`config.mk`:
```
export PLATFORM = sky130hd
export DESIGN_NAME = ufef_flags
export DESIGN_NICKNAME = d
export VERILOG_FILES = /design/src/ufef_sync.v /design/src/ufef_flags.v
export VERILOG_INCLUDE_DIRS = /design/src
export SDC_FILE = /design/constraint.sdc
export NUM_CORES = 1
export LEC_CHECK = 0
export BUFFER_PORTS_ARGS = -buffer_cell sky130_fd_sc_hd__buf_2
export CELL_PAD_IN_SITES_DETAIL_PLACEMENT = 1
export CELL_PAD_IN_SITES_GLOBAL_PLACEMENT = 1
export CORE_ASPECT_RATIO = 2
export CORE_MARGIN = 4
export CORE_UTILIZATION = 39
export DETAILED_ROUTE_END_ITERATION = 6
export GPL_TIMING_DRIVEN = 0
export HOLD_SLACK_MARGIN = 0.03
export PLACE_DENSITY = 0.95
export SYNTH_ARGS = -nofsm -noshare
export SYNTH_HDL_FRONTEND = slang
export SYNTH_SLANG_ARGS = --single-unit
export TNS_END_PERCENT = 50
```
`constraint.sdc`:
```
create_clock -name mclk -period 4.44 [get_ports mclk]
set_clock_uncertainty 0.05 [all_clocks]
set_input_delay 0.444 -clock mclk [delete_from_list [all_inputs] [get_ports mclk]]
set_output_delay 0.444 -clock mclk [all_outputs]
set_load 0.01 [all_outputs]
```
`src/ufef_map.vh`:
```
// register map, field positions and reset values of the usb event flag block
// assumes an avalon-mm slave with word-aligned registers (byte address = 4 x index)
`ifndef UFEF_MAP_VH
`define UFEF_MAP_VH

// register indices as printed; byte address is four times the index
`define UFEF_IDX_CTRL 8'h00
`define UFEF_IDX_SLEEP_CTRL 8'h01
`define UFEF_IDX_IN_FLAGS 8'h02
`define UFEF_IDX_OUT_FLAGS 8'h04
`define UFEF_IDX_BUS_FLAGS 8'h06
`define UFEF_IDX_IN_EN 8'h07
`define UFEF_IDX_OUT_EN 8'h09
`define UFEF_IDX_BUS_EN 8'h0B
`define UFEF_IDX_FRAME_LO 8'h0C
`define UFEF_IDX_FRAME_HI 8'h0D

// field positions
`define UFEF_IN_CTRL_BIT 0
`define UFEF_IN_EP1_BIT 1
`define UFEF_OUT_EP1_BIT 1
`define UFEF_BUS_SOF_BIT 3
`define UFEF_BUS_RST_BIT 2
`define UFEF_BUS_WAKE_BIT 1
`define UFEF_BUS_SLEEP_BIT 0
`define UFEF_SLEEP_ON_BIT 0
`define UFEF_SLEEP_STATE_BIT 1

// valid-bit masks; all other positions read zero
`define UFEF_IN_MASK 8'h03
`define UFEF_OUT_MASK 8'h02
`define UFEF_BUS_MASK 8'h0F
`define UFEF_CTRL_MASK 8'h01

// reset values
`define UFEF_RST_FLAGS 8'h00
// frame capture holds all eleven frame number bits
`define UFEF_RST_FRAME 11'h000
`define UFEF_RST_IN_EN 8'h03
`define UFEF_RST_OUT_EN 8'h02
`define UFEF_RST_BUS_EN 8'h06
`define UFEF_RST_CTRL 8'h00

`endif

```
`src/ufef_sync.v`:
```
// three-flop synchroniser bank for the bus event level inputs
// assumes inputs come from an unrelated domain; a change counts when stages two and three agree
`timescale 1ns/1ps
module ufef_sync #(
  parameter W = 4
) (
  input wire mclk,
  input wire sys_rst,
  input wire [W-1:0] async_in,
  output wire [W-1:0] rise_out
);
  reg [W-1:0] s1_q;
  reg [W-1:0] s2_q;
  reg [W-1:0] s3_q;
  reg [W-1:0] lvl_q;

  // shift chain; s1 feeds only s2
  always @(posedge mclk or posedge sys_rst) begin
    if (sys_rst) begin
      s1_q <= {W{1'b0}};
      s2_q <= {W{1'b0}};
      s3_q <= {W{1'b0}};
      lvl_q <= {W{1'b0}};
    end else begin
      s1_q <= async_in;
      s2_q <= s1_q;
      s3_q <= s2_q;
      lvl_q <= (s2_q & s3_q) | (lvl_q & (s2_q | s3_q)); // change only when both agree
    end
  end

  // one pulse on each accepted rising level
  assign rise_out = (s2_q & s3_q) & ~lvl_q;
endmodule // ufef_sync

```
`src/ufef_flags.v`:
```
// usb function event flag registers with clear-on-read and one aggregate request
// assumes avalon-mm master on mclk; sie event strobes are mclk-synchronous pulses
//
// Chosen here: the Avalon-MM interface to the registers.
`timescale 1ns/1ps
`include "ufef_map.vh"
module ufef_flags (
  input wire mclk,
  input wire sys_rst,
  // avalon-mm slave
  input wire [5:0] avs_address,
  input wire avs_read,
  input wire avs_write,
  input wire [31:0] avs_writedata,
  output reg [31:0] avs_readdata,
  output wire avs_waitrequest,
  output reg [1:0] avs_response,
  // serial engine events, one-cycle mclk pulses
  input wire ctrl_rx_done,
  input wire ctrl_tx_done,
  input wire ep1_in_done,
  input wire ep1_out_done,
  input wire pkt_error,
  input wire sof_token,
  input wire sof_missed,
  input wire [10:0] frame_number,
  // bus line conditions from the transceiver, asynchronous levels
  input wire bus_reset_sig,
  input wire bus_resume_sig,
  input wire bus_suspend_sig,
  // outputs
  output wire usb_irq,
  output wire sleeping
);
  // handshake states of the register bus slave
  localparam HS_IDLE = 1'b0;
  localparam HS_ANSWER = 1'b1;
  // link power states
  localparam LINK_AWAKE = 1'b0;
  localparam LINK_ASLEEP = 1'b1;

  // registers of the map and the two small state machines
  reg [7:0] in_flags_q;
  reg [7:0] out_flags_q;
  reg [7:0] bus_flags_q;
  reg [7:0] in_en_q;
  reg [7:0] out_en_q;
  reg [7:0] bus_en_q;
  reg [7:0] ctrl_q;
  reg [10:0] frame_q;
  reg sleep_q;
  reg sleep_d;
  reg ack_q;
  reg ack_d;
  // combinational set terms and read selection
  reg [7:0] in_set;
  reg [7:0] out_set;
  reg [7:0] bus_set;
  reg [7:0] rd_mux;
  reg rd_err;
  // bus decode
  wire [7:0] idx;
  wire req;
  wire rd_go;
  wire wr_go;
  wire [2:0] line_rise;
  wire [7:0] wdat;
  // per-register strobes of the answering cycle
  wire wr_ctrl;
  wire wr_in_en;
  wire wr_out_en;
  wire wr_bus_en;
  wire clr_in;
  wire clr_out;
  wire clr_bus;
  // link power and request terms
  wire go_sleep;
  wire go_wake;
  wire in_req;
  wire out_req;
  wire bus_req;

  // masked flag update with read clear; shared by all three registers
  function [7:0] next_flags;
    input [7:0] cur;
    input [7:0] set;
    input [7:0] mask;
    input clr;
    begin
      next_flags = ((clr ? 8'h00 : cur) | set) & mask; // set wins over read clear
    end
  endfunction

  // register select: current word index equals one map entry
  function reg_hit;
    input [7:0] cur_idx;
    input [7:0] map_idx;
    begin
      reg_hit = (cur_idx == map_idx);
    end
  endfunction

  // any flag of one register whose enable is on
  function flag_req;
    input [7:0] flags;
    input [7:0] en;
    begin
      flag_req = |(flags & en);
    end
  endfunction

  // bus line synchroniser: reset, resume, suspend
  ufef_sync #(
    .W(3)
  ) u_sync (
    .mclk(mclk),
    .sys_rst(sys_rst),
    .async_in({bus_reset_sig, bus_resume_sig, bus_suspend_sig}),
    .rise_out(line_rise)
  );

  // avalon decode: one wait cycle, answered on the following edge
  assign idx = {2'b00, avs_address};
  assign wdat = avs_writedata[7:0];
  assign req = avs_read | avs_write;
  assign avs_waitrequest = req & (ack_q == HS_IDLE);
  assign rd_go = avs_read & (ack_q == HS_ANSWER);
  assign wr_go = avs_write & (ack_q == HS_ANSWER);

  // strobes; flag and frame registers have none, so writes there are dropped
  assign wr_ctrl = wr_go & reg_hit(idx, `UFEF_IDX_CTRL);
  assign wr_in_en = wr_go & reg_hit(idx, `UFEF_IDX_IN_EN);
  assign wr_out_en = wr_go & reg_hit(idx, `UFEF_IDX_OUT_EN);
  assign wr_bus_en = wr_go & reg_hit(idx, `UFEF_IDX_BUS_EN);
  assign clr_in = rd_go & reg_hit(idx, `UFEF_IDX_IN_FLAGS);
  assign clr_out = rd_go & reg_hit(idx, `UFEF_IDX_OUT_FLAGS);
  assign clr_bus = rd_go & reg_hit(idx, `UFEF_IDX_BUS_FLAGS);

  // handshake: answer in the cycle after the request is first seen
  always @* begin
    ack_d = HS_IDLE;
    case (ack_q)
      HS_IDLE: ack_d = req ? HS_ANSWER : HS_IDLE;
      HS_ANSWER: ack_d = HS_IDLE;
      default: ack_d = HS_IDLE;
    endcase
  end

  // event set terms
  always @* begin
    in_set = 8'h00;
    out_set = 8'h00;
    bus_set = 8'h00;
    in_set[`UFEF_IN_CTRL_BIT] = (ctrl_rx_done | ctrl_tx_done) & ~pkt_error;
    in_set[`UFEF_IN_EP1_BIT] = ep1_in_done & ~pkt_error;
    out_set[`UFEF_OUT_EP1_BIT] = ep1_out_done & ~pkt_error;
    bus_set[`UFEF_BUS_SOF_BIT] = sof_token | sof_missed;
    bus_set[`UFEF_BUS_RST_BIT] = line_rise[2];
    bus_set[`UFEF_BUS_WAKE_BIT] = line_rise[1] & sleep_q;
    bus_set[`UFEF_BUS_SLEEP_BIT] = line_rise[0] & ctrl_q[`UFEF_SLEEP_ON_BIT];
  end

  // flag registers, clear-on-read per register
  always @(posedge mclk or posedge sys_rst) begin
    if (sys_rst) begin
      in_flags_q <= `UFEF_RST_FLAGS;
      out_flags_q <= `UFEF_RST_FLAGS;
      bus_flags_q <= `UFEF_RST_FLAGS;
    end else begin
      in_flags_q <= next_flags(in_flags_q, in_set, `UFEF_IN_MASK,
        clr_in);
      out_flags_q <= next_flags(out_flags_q, out_set, `UFEF_OUT_MASK,
        clr_out);
      bus_flags_q <= next_flags(bus_flags_q, bus_set, `UFEF_BUS_MASK,
        clr_bus);
    end
  end

  // interrupt enables; unused positions never store a one
  // a disabled flag still latches, it only stays out of the request
  always @(posedge mclk or posedge sys_rst) begin
    if (sys_rst) begin
      in_en_q <= `UFEF_RST_IN_EN;
      out_en_q <= `UFEF_RST_OUT_EN;
      bus_en_q <= `UFEF_RST_BUS_EN;
    end else begin
      if (wr_in_en) begin
        in_en_q <= wdat & `UFEF_IN_MASK;
      end
      if (wr_out_en) begin
        out_en_q <= wdat & `UFEF_OUT_MASK;
      end
      if (wr_bus_en) begin
        bus_en_q <= wdat & `UFEF_BUS_MASK;
      end
    end
  end

  // control register: sleep detection enable only
  always @(posedge mclk or posedge sys_rst) begin
    if (sys_rst) begin
      ctrl_q <= `UFEF_RST_CTRL;
    end else if (wr_ctrl) begin
      ctrl_q <= wdat & `UFEF_CTRL_MASK;
    end
  end

  // frame number of the latest start-of-frame token
  always @(posedge mclk or posedge sys_rst) begin
    if (sys_rst) begin
      frame_q <= `UFEF_RST_FRAME;
    end else if (sof_token) begin
      frame_q <= frame_number;
    end
  end

  // bus handshake state
  always @(posedge mclk or posedge sys_rst) begin
    if (sys_rst) begin
      ack_q <= HS_IDLE;
    end else begin
      ack_q <= ack_d;
    end
  end

  // link power: suspend needs detection on; resume or bus reset wakes
  assign go_sleep = line_rise[0] & ctrl_q[`UFEF_SLEEP_ON_BIT];
  assign go_wake = line_rise[1] | line_rise[2];

  // resume wins over a suspend seen in the same cycle
  always @* begin
    sleep_d = sleep_q;
    case (sleep_q)
      LINK_AWAKE: begin
        if (go_sleep && !go_wake) begin
          sleep_d = LINK_ASLEEP;
        end
      end
      LINK_ASLEEP: begin
        if (go_wake) begin
          sleep_d = LINK_AWAKE;
        end
      end
      default: begin
        sleep_d = LINK_AWAKE;
      end
    endcase
  end

  // link power state register
  always @(posedge mclk or posedge sys_rst) begin
    if (sys_rst) begin
      sleep_q <= LINK_AWAKE;
    end else begin
      sleep_q <= sleep_d;
    end
  end

  // per-register requests, then the single aggregate request
  assign in_req = flag_req(in_flags_q, in_en_q);
  assign out_req = flag_req(out_flags_q, out_en_q);
  assign bus_req = flag_req(bus_flags_q, bus_en_q);
  assign usb_irq = in_req | out_req | bus_req;
  assign sleeping = sleep_q;

  // read selection; flag reads include this cycle's events so none are lost
  always @* begin
    rd_mux = 8'h00;
    rd_err = 1'b0;
    case (idx)
      `UFEF_IDX_CTRL: rd_mux = ctrl_q;
      `UFEF_IDX_SLEEP_CTRL: rd_mux = {6'h00, sleep_q, ctrl_q[0]};
      `UFEF_IDX_IN_FLAGS: rd_mux = in_flags_q | in_set;
      `UFEF_IDX_OUT_FLAGS: rd_mux = out_flags_q | out_set;
      `UFEF_IDX_BUS_FLAGS: rd_mux = bus_flags_q | bus_set;
      `UFEF_IDX_IN_EN: rd_mux = in_en_q;
      `UFEF_IDX_OUT_EN: rd_mux = out_en_q;
      `UFEF_IDX_BUS_EN: rd_mux = bus_en_q;
      `UFEF_IDX_FRAME_LO: rd_mux = frame_q[7:0];
      `UFEF_IDX_FRAME_HI: rd_mux = {5'h00, frame_q[10:8]};
      default: rd_err = 1'b1; // unmapped: slave error, data zero
    endcase
  end

  // read data and response registered at the edge that opens the answer cycle
  // they stand unchanged until the next request is first seen
  always @(posedge mclk or posedge sys_rst) begin
    if (sys_rst) begin
      avs_readdata <= 32'h00000000;
      avs_response <= 2'h0;
    end else if (req && ack_q == HS_IDLE) begin
      avs_readdata <= {24'h000000, rd_mux};
      avs_response <= rd_err ? 2'h2 : 2'h0;
    end
  end
endmodule // ufef_flags

```
==> results.txt <==
Outcome: finished, final reports clean
Critical Path Source Type: register
Setup ws final: 2.44 ns
Post-synth top flop: dfrtp_1
Core Region: 0.00601 sq mm
Measured slew at the worst slew-check pin: 0.521 ns
Synth async-reset ratio: 100%
Layout cells sized above 1: 40.4%
CTS tree: done
Final Slew Violations: 0
Hold Fails Final Rpt: 0
Worst endpoint data arrival time: 1.51 ns
Critical Path End Type: primary output
Leak: 0.00139 uW
Final net count: 347
Crit path launch: bus_en_q[3]
Largest net degree at the start of global routing: 32
Buf/Inv on CP: 1
CP required: 3.95 ns
First-pass GRT wire length: 9740 um
Fmax: 0.499 GHz
DRT Pass-1 Iters: 4
CP max stage cell: a222oi_1
Initial core utilization: 40.1%
Max-cap violations: 0
CTS root buffer: clkbuf_16
Die height: 119 um
Max incr delay on CP: 0.50 ns
DP Worst Slack: 2.40 ns
# port buffers: 45
Clock latency on the worst-skew pair: 0.29 ns
Post-Syn Area: 0.00241 sq mm
Yosys reg bits: 49
Antenna cells: 0
CTS Buf Count: 5
CTS max path bufs: 2
Worst rel slew slack: 65.3%
Mean Syn Cell Area: 11.6 sq um
Routability cong.: 0.849
Area growth syn-to-layout: 23.1%
Vias per inst: 5.35
DPL Wire Length: 4880 um
Yosys warning count: 0
Hold crit path type: in -> async
Max VDD drop: 210 uV
CTS resizes: 0
RR Startpoint: ack_q
Avg WL per Cell: 17.4 um
Die outline area: 0.00757 sq mm
Total track usage: 16.8%
CTS Hold Bufs: 0
Detail Route Antenna Nets: 0
RSZ-0062 raised after global routing: false
Die Width: 63.5 um
Post-synth EDFFs: 0
Ports: 100
PwrDens: 346 mW/mm^2
Worst-path clk slew: 0.06 ns
Vias in the first global route: 2,023
Gr ovfl total: 0
Synth top area share: 45.8%
Crit Path Class: reg -> out
Largest cells by area after synthesis: dfrtp_1 46%, mux2_2 8.9%, buf_4 7.8%
Family with the most delay on the worst path: compound AO/OA/AOI/OAI gates
Final setup fails: 0
Postcts setup bufs: 0
Final period utilization: 45.1%
Residual DRC: 0
H-tree levels: 2
DR vias: 1,863
Sequential share of the synthesized area: 51.2%
WL final: 6060 um
Synth area leader: dfrtp_1
Cell row count: 40
Initial DRC count: 68
Crit-path max FO: 3
# clock sinks: 49
Distinct cells, synth: 51
Crit-path cells: a222oi_1, nand3_1, buf_2
Mapped Cells: 207
TNS Setup: 0 ns
Initial antenna violation count: 0
Final min period: 2.00 ns
==> routing by layer <==
layer	wire length, um	share of wire, %	GRT usage [%]	vias to the layer above
met3	337	5.6	3.21	19
met5	0	0	0	-
met1	1930	32	15.8	922
li1	-	-	-	850
met4	306	5.1	11.5	0
met2	3490	58	31.2	72
==> worst register-to-register path: stages (launching register included) <==
cell and delay [ns]:
dfrtp_1 0.43, o21bai_1 0.27, nor4bb_1 0.41, nand2_1 0.23, o21ai_0 0.23
==> cells by family after synthesis <==
family / Yosys count / synth area share, %
simple gates: 63 / 16.8
flops: 49 / 51.2
compound gates: 38 / 12.4
buf+inv: 34 / 9.26
mux: 19 / 8.89
fa+ha+maj: 3 / 1.25
other cells: 1 / 0.156
==> stage by stage <==
| stage | instances | power (uW) | hold slack [ns] | instance area (sq um) | utilization, % |
|---|---|---|---|---|---|
| floorplan | 231 | 603 | 0.281 | 2500 | - |
| global placement | 339 | 652 | 0.282 | 2800 | 46.6 |
| detailed placement | 340 | 662 | 0.286 | 2820 | 47.0 |
| CTS | 348 | 1030 | 0.106 | 2960 | 49.3 |
| global route | 348 | 1070 | 0.125 | 2960 | 49.3 |
| finish | 348 | 1030 | 0.0930 | 2960 | 49.3 |
==> area by class of cell <==
cell class	count	area (sq um)
sequential	49	1230
timing repair buffer	46	245
buffer	30	208
multi-input combinational	148	1040
tap	63	78.8
clock inverter	2	13.8
clock buffer	6	129
fill	706	3040
inverter	4	15.0
==> cells in the mapped netlist (4+ instances only) <==
cell type  count
dfrtp_1       44
o21ai_0        9
buf_4         25
nand3b_1       4
nand3_1        4
inv_1          4
nand2_1       20
mux2_2        19
o211ai_1       4
dfstp_2        5
nand2b_1       4
nor2_1         5
==> worst paths after layout <==
check | end | slack (ns) | depth (start not counted)
max | usb_irq | 2.44 | 3
max in group asynchronous | bus_en_q[2] | 3.67 | 3
min | frame_q[10] | 0.09 | 2
min reg2reg | u_sync.s2_q[0] | 0.30 | 0
max reg2reg | avs_readdata[3] | 2.74 | 4
min in group mclk | u_sync.s1_q[2] | 0.21 | 1
==> report_power, final <==
group / internal [uW] / leakage, uW / total (uW) / switching (uW)
Clock: 210 / 0.0000712 / 370 / 161
Combinational: 71.4 / 0.000740 / 148 / 76.9
Sequential: 481 / 0.000575 / 506 / 25.0
==> layout by cell type, fill, tap and decap left out, types with 2 or more instances in the layout <==
| cell | count |
|---|---|
| a21o_1 | 3 |
| nor3_2 | 2 |
| nand2b_1 | 4 |
| nor4bb_1 | 2 |
| o21ai_0 | 9 |
| nand2_1 | 20 |
| inv_1 | 3 |
| dfrtp_1 | 44 |
| o31ai_1 | 2 |
| nor2b_1 | 3 |
| nand3_1 | 4 |
| clkbuf_1 | 4 |
| a2bb2oi_1 | 2 |
| nor2_1 | 5 |
| o21bai_1 | 2 |
| buf_2 | 46 |
| a32oi_1 | 3 |
| maj3_1 | 3 |
| nor3_1 | 2 |
| o211ai_1 | 4 |
| buf_4 | 25 |
| clkbuf_16 | 5 |
| dfstp_2 | 5 |
| conb_1 | 25 |
| and4b_1 | 3 |
| and2_1 | 2 |
| nand3b_1 | 4 |
| mux2_2 | 19 |
| a22oi_1 | 3 |
==> state kept, by name, indices dropped and copies added, names as in the netlist, 2 cells and up <==
signal,flops
bus_flags_q,4
u_sync.lvl_q,3
frame_q,11
in_en_q,2
bus_en_q,4
u_sync.s2_q,3
u_sync.s1_q,3
avs_readdata,8
in_flags_q,2
u_sync.s3_q,3
Note: power is estimated with default switching activity, not from simulation.
